[config.mk]
export PLATFORM = sky130hd
export DESIGN_NAME = atc_taskfile
export DESIGN_NICKNAME = d
export VERILOG_FILES = /design/src/rtl/atc_tf_reg.v /design/src/rtl/atc_taskfile.v
export VERILOG_INCLUDE_DIRS = /design/src /design/src/rtl
export SDC_FILE = /design/constraint.sdc
export NUM_CORES = 1
export LEC_CHECK = 0
export ABC_AREA = 1
export BUFFER_PORTS_ARGS = -buffer_cell sky130_fd_sc_hd__buf_2
export CAP_MARGIN = 20
export CORE_MARGIN = 3
export CORE_UTILIZATION = 58
export CTS_CLUSTER_SIZE = 24
export DETAILED_ROUTE_END_ITERATION = 10
export GPL_TIMING_DRIVEN = 0
export PLACE_DENSITY = 0.81
export SETUP_SLACK_MARGIN = 0.4
export SYNTH_ARGS = -nofsm -noshare
export SYNTH_HDL_FRONTEND = slang
export SYNTH_SLANG_ARGS = --single-unit
[constraint.sdc]
create_clock -name clk -period 2.8 [get_ports clk]
set_input_delay 0.42 -clock clk [delete_from_list [all_inputs] [get_ports clk]]
set_output_delay 0.42 -clock clk [all_outputs]
set_load 0.02 [all_outputs]
[src/rtl/atc_defines.vh]
// task-file command issue and completion: shared constants
// assumes a task-file register select of three bits, as on an ata port
`ifndef ATC_DEFINES_VH
`define ATC_DEFINES_VH

// ****************************************************
// task-file register select codes
// ****************************************************
`define ATC_A_ERR_FEAT  3'h1
`define ATC_A_SCOUNT    3'h2
`define ATC_A_SNUM      3'h3
`define ATC_A_CYL_LO    3'h4
`define ATC_A_CYL_HI    3'h5
`define ATC_A_DHEAD     3'h6
`define ATC_A_STAT_CMD  3'h7

// ****************************************************
// completion_status bit positions
// ****************************************************
`define ATC_ST_BUSY     7
`define ATC_ST_DRDY     6
`define ATC_ST_DWF      5
`define ATC_ST_DSC      4
`define ATC_ST_DRQ      3
`define ATC_ST_CORR     2
`define ATC_ST_IDX      1
`define ATC_ST_ERR      0

// ****************************************************
// error_flags bit positions
// ****************************************************
`define ATC_ER_BBK      7
`define ATC_ER_UNC      6
`define ATC_ER_MC       5
`define ATC_ER_IDNF     4
`define ATC_ER_MCR      3
`define ATC_ER_ABRT     2
`define ATC_ER_TK0      1
`define ATC_ER_AMNF     0

// ****************************************************
// drive_head_select fields
// ****************************************************
`define ATC_DH_LBA      6
`define ATC_DH_DRV      4
`define ATC_DH_ADDR_HI  3
`define ATC_DH_ADDR_LO  0

// ****************************************************
// reset values and fixed codes
// ****************************************************
`define ATC_RST_BYTE    8'h00
`define ATC_RST_NIBBLE  4'h0
`define ATC_RST_ADDR    28'h0000000
`define ATC_RST_COUNT   8'h01
`define ATC_RST_SNUM    8'h01
`define ATC_COUNT_FULL  9'h100
`define ATC_COUNT_ZERO  8'h00
`define ATC_READ_NONE   8'h00

`endif

[src/rtl/atc_tf_reg.v]
// one task-file parameter register
// assumes host writes and completion loads never coincide; load wins anyway
module atc_tf_reg #(
   parameter       W   = 8,
   parameter [W-1:0] RST = {W{1'b0}}
) (
   // clock and reset
   input  wire         clk,
   input  wire         rst_b,
   // host side
   input  wire         host_we,
   input  wire [W-1:0] host_data,
   // completion side
   input  wire         load_en,
   input  wire [W-1:0] load_data,
   // value
   output wire [W-1:0] value
);

   reg [W-1:0] val_q;
   reg [W-1:0] val_d;

   // completion report overrides a host write in the same cycle
   always @* begin
      val_d = val_q;
      if (load_en) begin
         val_d = load_data;
      end else if (host_we) begin
         val_d = host_data;
      end
   end

   always @(posedge clk or negedge rst_b) begin
      if (!rst_b) begin
         val_q <= RST;
      end else begin
         val_q <= val_d;
      end
   end

   assign value = val_q;

endmodule

[src/rtl/atc_taskfile.v]
// task-file registers with command issue and completion update
// assumes the host port and the media engine run on clk (25 MHz)
// Notes on behaviour
// - command write starts execution with the task-file values of that instant.
// - drive/head bits 7 and 5 are ignored by the device.
// - at completion busy, write fault, data request, index read zero.
// - at completion drive ready and seek complete read one.
// - corrected-data and error status flags follow the command outcome.
// - error register clears to zero when a command write arrives.
// - error register means something only when status error flag is one.
// - media change, change request, track zero, address mark errors always zero.
// - bad block, uncorrectable, not found, aborted follow the outcome.
// - completion loads address registers with last good sector address.
// - sector count zero means 256 sectors.
// - fields not affected keep their previous value after completion.
// - valid fields reflect the real result of the command.
`include "atc_defines.vh"

module atc_taskfile (
   // clock and reset
   input  wire        clk,
   input  wire        rst_b,
   // host task-file port
   input  wire [2:0]  tf_addr,
   input  wire        tf_wr,
   input  wire [7:0]  tf_wr_data,
   output wire [7:0]  tf_rd_data,
   // command issue to the media engine
   output wire        cmd_start,
   output wire [7:0]  cmd_code,
   output wire [7:0]  cmd_features,
   output wire [8:0]  cmd_count,
   output wire [27:0] cmd_addr,
   output wire        cmd_lba_mode,
   output wire        cmd_drive,
   output wire        cmd_busy,
   // completion report from the media engine
   input  wire        done,
   input  wire        done_corr,
   input  wire        done_err,
   input  wire        done_bad_block,
   input  wire        done_uncorr,
   input  wire        done_not_found,
   input  wire        done_aborted,
   input  wire [27:0] done_last_addr,
   input  wire [7:0]  done_left
);

   // ****************************************************
   // host write decode
   // ****************************************************
   reg         busy_q;
   reg         busy_d;
   wire        host_ok;
   wire        wr_feat;
   wire        wr_scnt;
   wire        wr_snum;
   wire        wr_cyl_lo;
   wire        wr_cyl_hi;
   wire        wr_dhead;
   wire        wr_cmd;
   wire        complete;

   // parameter writes during a command would corrupt its completion report,
   // so they are dropped while busy
   assign host_ok   = tf_wr & ~busy_q;
   assign wr_feat   = host_ok & (tf_addr == `ATC_A_ERR_FEAT);
   assign wr_scnt   = host_ok & (tf_addr == `ATC_A_SCOUNT);
   assign wr_snum   = host_ok & (tf_addr == `ATC_A_SNUM);
   assign wr_cyl_lo = host_ok & (tf_addr == `ATC_A_CYL_LO);
   assign wr_cyl_hi = host_ok & (tf_addr == `ATC_A_CYL_HI);
   assign wr_dhead  = host_ok & (tf_addr == `ATC_A_DHEAD);
   assign wr_cmd    = host_ok & (tf_addr == `ATC_A_STAT_CMD);
   // a report with no command running is stale and dropped
   assign complete  = done & busy_q;

   // ****************************************************
   // parameter registers
   // ****************************************************
   wire [7:0]  sector_count;
   wire [7:0]  sector_number;
   wire [7:0]  cylinder_low;
   wire [7:0]  cylinder_high;
   wire [3:0]  dh_addr;
   reg  [7:0]  feature_select_q;
   reg  [7:0]  dh_upper_q;

   // remaining count only carries meaning after an error, loaded always
   atc_tf_reg #(
      .W         (8),
      .RST       (`ATC_RST_COUNT)
   ) u_scount (
      .clk       (clk),
      .rst_b     (rst_b),
      .host_we   (wr_scnt),
      .host_data (tf_wr_data),
      .load_en   (complete),
      .load_data (done_left),
      .value     (sector_count)
   );

   atc_tf_reg #(
      .W         (8),
      .RST       (`ATC_RST_SNUM)
   ) u_snum (
      .clk       (clk),
      .rst_b     (rst_b),
      .host_we   (wr_snum),
      .host_data (tf_wr_data),
      .load_en   (complete),
      .load_data (done_last_addr[7:0]),
      .value     (sector_number)
   );

   atc_tf_reg #(
      .W         (8),
      .RST       (`ATC_RST_BYTE)
   ) u_cyl_lo (
      .clk       (clk),
      .rst_b     (rst_b),
      .host_we   (wr_cyl_lo),
      .host_data (tf_wr_data),
      .load_en   (complete),
      .load_data (done_last_addr[15:8]),
      .value     (cylinder_low)
   );

   atc_tf_reg #(
      .W         (8),
      .RST       (`ATC_RST_BYTE)
   ) u_cyl_hi (
      .clk       (clk),
      .rst_b     (rst_b),
      .host_we   (wr_cyl_hi),
      .host_data (tf_wr_data),
      .load_en   (complete),
      .load_data (done_last_addr[23:16]),
      .value     (cylinder_high)
   );

   // low nibble of drive/head is the only part completion rewrites
   atc_tf_reg #(
      .W         (4),
      .RST       (`ATC_RST_NIBBLE)
   ) u_dh_addr (
      .clk       (clk),
      .rst_b     (rst_b),
      .host_we   (wr_dhead),
      .host_data (tf_wr_data[`ATC_DH_ADDR_HI:`ATC_DH_ADDR_LO]),
      .load_en   (complete),
      .load_data (done_last_addr[27:24]),
      .value     (dh_addr)
   );

   // upper drive/head bits and features are host-owned; completion
   // leaves them alone; the upper bits read back as last written, features are never read back
   always @(posedge clk or negedge rst_b) begin
      if (!rst_b) begin
         feature_select_q <= `ATC_RST_BYTE;
         dh_upper_q       <= `ATC_RST_BYTE;
      end else begin
         if (wr_feat) begin
            feature_select_q <= tf_wr_data;
         end
         if (wr_dhead) begin
            dh_upper_q <= tf_wr_data;
         end
      end
   end

   // ****************************************************
   // command capture
   // ****************************************************
   reg  [7:0]  code_q;
   reg  [7:0]  feat_q;
   reg  [8:0]  count_q;
   reg  [27:0] addr_q;
   reg         lba_q;
   reg         drv_q;
   reg         start_q;
   wire [8:0]  count_now;

   // zero in sector count asks for a full 256 sectors
   assign count_now = (sector_count == `ATC_COUNT_ZERO) ? `ATC_COUNT_FULL :
                      {1'b0, sector_count};

   // snapshot taken at the command write; later host writes cannot
   // reach a running command
   always @(posedge clk or negedge rst_b) begin
      if (!rst_b) begin
         code_q  <= `ATC_RST_BYTE;
         feat_q  <= `ATC_RST_BYTE;
         count_q <= `ATC_COUNT_FULL;
         addr_q  <= `ATC_RST_ADDR;
         lba_q   <= 1'b0;
         drv_q   <= 1'b0;
         start_q <= 1'b0;
      end else begin
         start_q <= wr_cmd;
         if (wr_cmd) begin
            code_q  <= tf_wr_data;
            feat_q  <= feature_select_q;
            count_q <= count_now;
            addr_q  <= {dh_addr, cylinder_high, cylinder_low, sector_number};
            // bits 7 and 5 never reach the engine
            lba_q   <= dh_upper_q[`ATC_DH_LBA];
            drv_q   <= dh_upper_q[`ATC_DH_DRV];
         end
      end
   end

   // ****************************************************
   // busy, status and error state
   // ****************************************************
   reg         corr_q;
   reg         corr_d;
   reg         err_q;
   reg         err_d;
   reg  [7:0]  error_flags_q;
   reg  [7:0]  error_flags_d;
   wire [7:0]  completion_status;

   // busy rises on the command write and falls on the same edge that
   // loads every completion register, so nothing is half-updated
   always @* begin
      busy_d        = busy_q;
      corr_d        = corr_q;
      err_d         = err_q;
      error_flags_d = error_flags_q;
      if (wr_cmd) begin
         busy_d        = 1'b1;
         corr_d        = 1'b0;
         err_d         = 1'b0;
         error_flags_d = `ATC_RST_BYTE;
      end else if (complete) begin
         busy_d        = 1'b0;
         corr_d        = done_corr;
         err_d         = done_err;
         error_flags_d = `ATC_RST_BYTE;
         error_flags_d[`ATC_ER_BBK]  = done_bad_block;
         error_flags_d[`ATC_ER_UNC]  = done_uncorr;
         error_flags_d[`ATC_ER_IDNF] = done_not_found;
         error_flags_d[`ATC_ER_ABRT] = done_aborted;
      end
   end

   always @(posedge clk or negedge rst_b) begin
      if (!rst_b) begin
         busy_q        <= 1'b0;
         corr_q        <= 1'b0;
         err_q         <= 1'b0;
         error_flags_q <= `ATC_RST_BYTE;
      end else begin
         busy_q        <= busy_d;
         corr_q        <= corr_d;
         err_q         <= err_d;
         error_flags_q <= error_flags_d;
      end
   end

   // fault, data request and index are never raised by this block
   assign completion_status[`ATC_ST_BUSY] = busy_q;
   assign completion_status[`ATC_ST_DRDY] = 1'b1;
   assign completion_status[`ATC_ST_DWF]  = 1'b0;
   assign completion_status[`ATC_ST_DSC]  = 1'b1;
   assign completion_status[`ATC_ST_DRQ]  = 1'b0;
   assign completion_status[`ATC_ST_CORR] = corr_q;
   assign completion_status[`ATC_ST_IDX]  = 1'b0;
   assign completion_status[`ATC_ST_ERR]  = err_q;

   // ****************************************************
   // host read path
   // ****************************************************
   reg  [7:0]  rd_data_q;
   reg  [7:0]  rd_data_d;

   // registered mux: read data follows the select one cycle later;
   // error bits are shown as stored, the host judges them by status
   always @* begin
      case (tf_addr)
         `ATC_A_ERR_FEAT: rd_data_d = error_flags_q;
         `ATC_A_SCOUNT:   rd_data_d = sector_count;
         `ATC_A_SNUM:     rd_data_d = sector_number;
         `ATC_A_CYL_LO:   rd_data_d = cylinder_low;
         `ATC_A_CYL_HI:   rd_data_d = cylinder_high;
         `ATC_A_DHEAD:    rd_data_d = {dh_upper_q[7:4], dh_addr};
         `ATC_A_STAT_CMD: rd_data_d = completion_status;
         default:         rd_data_d = `ATC_READ_NONE;
      endcase
   end

   always @(posedge clk or negedge rst_b) begin
      if (!rst_b) begin
         rd_data_q <= `ATC_READ_NONE;
      end else begin
         rd_data_q <= rd_data_d;
      end
   end

   // ****************************************************
   // outputs
   // ****************************************************
   assign tf_rd_data   = rd_data_q;
   assign cmd_start    = start_q;
   assign cmd_code     = code_q;
   assign cmd_features = feat_q;
   assign cmd_count    = count_q;
   assign cmd_addr     = addr_q;
   assign cmd_lba_mode = lba_q;
   assign cmd_drive    = drv_q;
   assign cmd_busy     = busy_q;

endmodule

Yosys cells after proc, flatten, opt, wreduce, memory -nomap -nowiden
Index checks and enable logic that the tools add are counted.
W data, S select, Z words.
{"block": "op_classes", "mul": 0, "n_eq_ne": 7, "n_reduce_logical": 7, "n_mux": 20, "n_bitwise": 10, "addsub": 0, "div_mod_pow": 0, "n_shift": 0, "n_lt_le_gt_ge": 0}
{"op": "$mux W8", "n": 10}
{"op": "$pmux W8 S7", "n": 1}
{"op": "$eq A3 B3 Y1 const B", "n": 4}
{"op": "$reduce_bool A2 Y1", "n": 6}
{"op": "$and A1 B1 Y1", "n": 9}
{"op": "$mux W9", "n": 1}
{"op": "$logic_not A8 Y1", "n": 1}
{"op": "$mux W4", "n": 2}
{"op": "$eq A3 B2 Y1 const B", "n": 2}
{"op": "$mux W1", "n": 6}
{"op": "$eq A3 B1 Y1 const B", "n": 1}
{"op": "$not A1 Y1", "n": 1}
{"block": "totals", "word_cells": 63, "out_inout_bits": 65, "mem_count": 0, "input_bits": 57, "register_bits": 127, "romBits": 0, "ramBits": 0, "latchBits": 0}

Logic depth before layout (Yosys ltp)
{"block": "logic_depth", "ltp_word": 5, "ltp_mapped": 8, "depth_no_buf": 6}

Hierarchy
Synthesis repeated with hierarchy kept, for this count alone.
{"block": "hier_totals", "cells_unflattened": 631, "area_unflattened_um2": 5351.4}
{"module": "atc_taskfile", "n_inst": 1, "area_each_um2": 3674.8, "cells_per_inst": 433, "seq_area_each_um2": 2078.2}
{"module": "atc_tf_reg at u_scount ...", "n_inst": 2, "area_each_um2": 375.4, "cells_per_inst": 44, "seq_area_each_um2": 201.4}
{"module": "atc_tf_reg at u_cyl_hi ...", "n_inst": 2, "area_each_um2": 374.1, "cells_per_inst": 44, "seq_area_each_um2": 200.2}
{"module": "atc_tf_reg at u_dh_addr", "n_inst": 1, "area_each_um2": 177.7, "cells_per_inst": 22, "seq_area_each_um2": 100.1}

Least setup slack after synthesis
Ideal clock, no wire load.
{"block": "synth_path", "path_type": "register -> register", "from": "reg busy_q (netlist: cmd_busy)", "to": "reg u_cyl_hi.val_q[0] (netlist: u_cyl_hi.value[0])", "arrival_ps": 1246, "setup_slack_ps": 1437, "setup_ps": 117, "period_less_slack_ps": 1363, "path_buffers": 2, "required_time_ps": 2683, "stages_incl_launch_ff": 7, "path_cell_list": "dfrtp_1 > nand2_1 > buf_2 > buf_2 > nand2_1 > nand2_1 > nand2_1"}
{"block": "synth_via", "elab_chain_len": 4, "word_cells_on_any_way": 6, "cone_classes": "mux (1); bitwise (4); reduce/logical (1)"}
{"item": "start: declaration", "line_no": "atc_taskfile.v:52", "rtl": "reg busy_q;"}
{"item": "start signal: assignment", "line_no": "atc_taskfile.v:254", "rtl": "busy_q <= busy_d;"}
{"item": "$not A1 Y1", "line_no": "atc_taskfile.v:66", "rtl": "assign host_ok = tf_wr & ~busy_q;"}
{"item": "$and A1 B1 Y1", "line_no": "atc_taskfile.v:66"}
{"item": "$and A1 B1 Y1", "line_no": "atc_taskfile.v:71", "rtl": "assign wr_cyl_hi = host_ok & (tf_addr == `ATC_A_CYL_HI);"}
{"item": "$reduce_bool A2 Y1 (no line)"}
{"item": "end signal: assignment", "line_no": "atc_tf_reg.v:37", "rtl": "val_q <= val_d;"}
{"item": "end: declaration", "line_no": "atc_tf_reg.v:20", "rtl": "reg [W-1:0] val_q;"}
Several ways; a longest one is shown, not always the timed one.
A chain may end at the register's enable or synchronous reset.

Worst setup path after layout
{"block": "layout_path", "from": "reg busy_q (netlist: cmd_busy)", "to": "reg error_flags_q[2]"}
{"block": "layout_via", "elab_chain_len": 4, "word_cells_on_any_way": 6, "cone_classes": "mux (1); bitwise (4); reduce/logical (1)"}
{"item": "$not A1 Y1", "line_no": "atc_taskfile.v:66"}
{"item": "$and A1 B1 Y1", "line_no": "atc_taskfile.v:66"}
{"item": "$and A1 B1 Y1", "line_no": "atc_taskfile.v:73", "rtl": "assign wr_cmd = host_ok & (tf_addr == `ATC_A_STAT_CMD);"}
{"item": "$mux W8 / $reduce_bool A2 Y1 (equally long branches)"}
{"item": "end signal: assignment", "line_no": "atc_taskfile.v:252", "rtl": "error_flags_q <= `ATC_RST_BYTE;"}
{"item": "end signal: assignment", "line_no": "atc_taskfile.v:257", "rtl": "error_flags_q <= error_flags_d;"}
{"item": "end: declaration", "line_no": "atc_taskfile.v:219", "rtl": "reg [7:0] error_flags_q;"}
Several ways; a longest one is shown, not always the timed one.

==> results.yml <==
cells_and_area:
  fin_util_pct: 76.33
  antennaDiodeCount: 0
  stdcell_area_um2: 6721
  final_common_cell: "nand2_1"
  syn2layout_area_growth_pct: 26.67
  final_cell_mix: "nand2_1, buf_2, dfrtp_1"
  layout-drive-gt1-share_pct: 22.28
  layout.nets: 870
cts:
  cts_tree: "built"
  insertion_delay_ps: 530
  cts_root_buf: "clkbuf_8"
  cts.sinks: 119
  cts.htree.levels: 4
  cts_buffer_depth: 2
  cts-resized-gates: 0
  clk_pin_slew_ps: 60
  numCtsBuffers: 17
pwr:
  p_leak_nw: 3.826
  power_density_nw_per_um2: 918.0
  peakVddDrop_mv: 0.4801
route:
  wl_mm: 16.32
  ant_nets: 0
  detail_route.wl_per_cell_um: 17.47
  num_vias: 5115
  first_iter_violations: 296
  via_per_inst: 5.476
  drc_errors: 0
  first_pass_iters: 5
setup_path:
  worst-path-max-fanout: 10
  critPathMaxStageDelay_ps: 510
  path_common_cell: "nand2_1"
  rr_endpoint: "error_flags_q[2]$_DFFE_PN0P_"
  reg2reg_from: "cmd_busy$_DFFE_PN0P_"
  critical_path_class: "reg2reg"
  start_kind: "flip-flop"
  cp.arrival_ps: 2210
  worstRegToRegCells: 5
  r2r_setup_slack_ps: 1060
  critical_path_required_ps: 3260
  slowest_stage: "buf_1"
  end_kind: "flip-flop"
  path_cells: "nand2_1 -> buf_2 -> buf_1 -> nand3_1 -> nand2_1"
floorplanning:
  die_area_um2: 10330
  die_x_um: 101.7
  die_y_um: 101.7
  ioPinCount: 122
  initial_core_util_pct: 60.26
  core_um2: 8806
  rows: 34
global_route:
  grtUsageTotal_pct: 33.66
  grt-ovfl-total: 0
  grt_pass1_wl_mm: 26.16
  antenna_found_initial: 0
  grt_max_degree: 76
  grt_pass1_vias: 5146
timing:
  drv_slew: 0
  finalHoldViolations: 0
  period_share_pct: 62.26
  max_slew_margin_pct: 58.71
  fmax_mhz: 573.7
  finalSetupViolations: 0
  tightestPinTransition_ps: 619.4
  fin_crit_ps: 1743
  rsz0062_at_grt: "false"
  skew_ps: 8.383
run:
  maxCapViolCount: 0
worst_hold_path:
  hp-class: "in2reg"
  min-delay-start: "done_corr"
  min_to: "corr_q$_DFFE_PN0P_"
  hold_depth: 3
synthesis:
  synth-seq-cells: 119
  async_flop_share_pct: 100.0
  synth.top_cell.area_share_pct: 54.70
  synth.net_count: 728
  syn_area_um2: 5306
  synth_edf_count: 0
  syn_avg_cell_area_um2: 7.908
  synth_top_cell_by_area: "dfrtp_1"
  ys.flop_type: "dfrtp_1"
  ys_seq_area_share_pct: 56.19
  synthTopCellsByArea: "dfrtp_1, nand2_1, nand3_1"
  syn_inst: 671
  synth.distinct_cells: 21
  ys_warn_count: 0
placed_design:
  gp_congestion: 0.9316
  place_area_um2: 6077
  dp_hpwl_mm: 11.73
  port_buffers: 121
outcome:
  status: "finished clean"
==> worst max-delay path, delay by kind of cell, from the launching register on <==
kind | cells | cell delay [ps]
buffers and inverters | 2 | 730
flip-flops | 1 | 500
AND/OR/NAND/NOR | 3 | 450
==> cells by family after synthesis <==
group / Yosys count / share of synthesized area (%)
buf+inv: 61 / 4.999
flops: 119 / 56.19
compound gates: 31 / 2.924
simple gates: 460 / 35.89
==> worst max-delay path by stage <==
| stage | cells past startpoint | startpoint | to |
|---|---|---|---|
| floorplan | 6 | cmd_busy$_DFFE_PN0P_ | u_cyl_hi.value[0]$_DFFE_PN0P_ |
| detailed placement | 7 | tf_addr[0] | feature_select_q[7]$_DFFE_PN0P_ |
| CTS | 1 | cmd_busy$_DFFE_PN0P_ | cmd_busy |
| global placement | 1 | rst_b | cmd_addr[13]$_DFFE_PN0P_ |
| finish | 5 | cmd_busy$_DFFE_PN0P_ | error_flags_q[2]$_DFFE_PN0P_ |
| global route | 5 | cmd_busy$_DFFE_PN0P_ | error_flags_q[2]$_DFFE_PN0P_ |
==> routing by layer <==
| metal | part of all wire [%] | vias up | global-route usage (%) |
|---|---|---|---|
| li1 | - | 2407 | - |
| met1 | 41 | 2407 | 44.46 |
| met2 | 48 | 270 | 54.38 |
| met3 | 8.4 | 31 | 7.851 |
| met4 | 2.3 | 0 | 12.58 |
| met5 | 0 | - | 0 |
==> registers in the layout, summed over array words and instances, names as in the netlist, 4 cells and up <==
signal and count:
cmd_code 8, cmd_addr 28, cmd_count 9, u_cyl_lo.value 8, dh_upper_q 4, feature_select_q 8, error_flags_q 4, cmd_features 8
u_cyl_hi.value 8, u_snum.value 8, tf_rd_data 8, u_scount.value 8, u_dh_addr.value 4
==> cell usage after synthesis, drive strengths merged (3+ instances only) <==
library cell and number:
nand2 343, dfrtp 116, nand3 63, nor2 31
o21ai 31, inv 28, nand4 21, buf 18
clkbuf 14, dfstp 3
==> cell type report <==
type	instances	area [um^2]
fillers	624	2085
repair buffers	123	645.6
multi-input cells	491	2059
clock buffers	19	441.7
flip-flops and latches	119	2982
well taps	108	135.1
inverters	29	108.9
clock inverters	13	192.7
plain buffers	32	156.4
==> what timing repair did <==
item | in CTS | in global routing
endpoints found under the hold margin | 43 | 0
setup buffers | 0 | 0
endpoints found under the setup margin | 0 | 0
hold buffers | 1 | 0
==> power by group <==
part | internal [W] | leakage, nW | switching [W] | total, W
logic | 0.000445 | 2.00 | 0.000863 | 0.00131
clock network | 0.00151 | 0.306 | 0.000839 | 0.00234
registers | 0.00217 | 1.52 | 0.000351 | 0.00252
total | 0.00412 | 3.83 | 0.00205 | 0.00617
==> stage by stage <==
stage                     hold slack, ps  TNS, ps  setup WS, ps  instances  total power (W)
after global routing               98.98        0         959.3        934         0.006426
final                              97.01        0          1057        934         0.006170
after detailed placement           452.9        0          1041        901         0.003805
after floorplan                    124.4        0          1437        671         0.003219
after global placement             452.6   -299.9        -9.841        900         0.003746
after CTS                          84.99        0          1072        934         0.006156
Power figures use the tool's default switching activity.
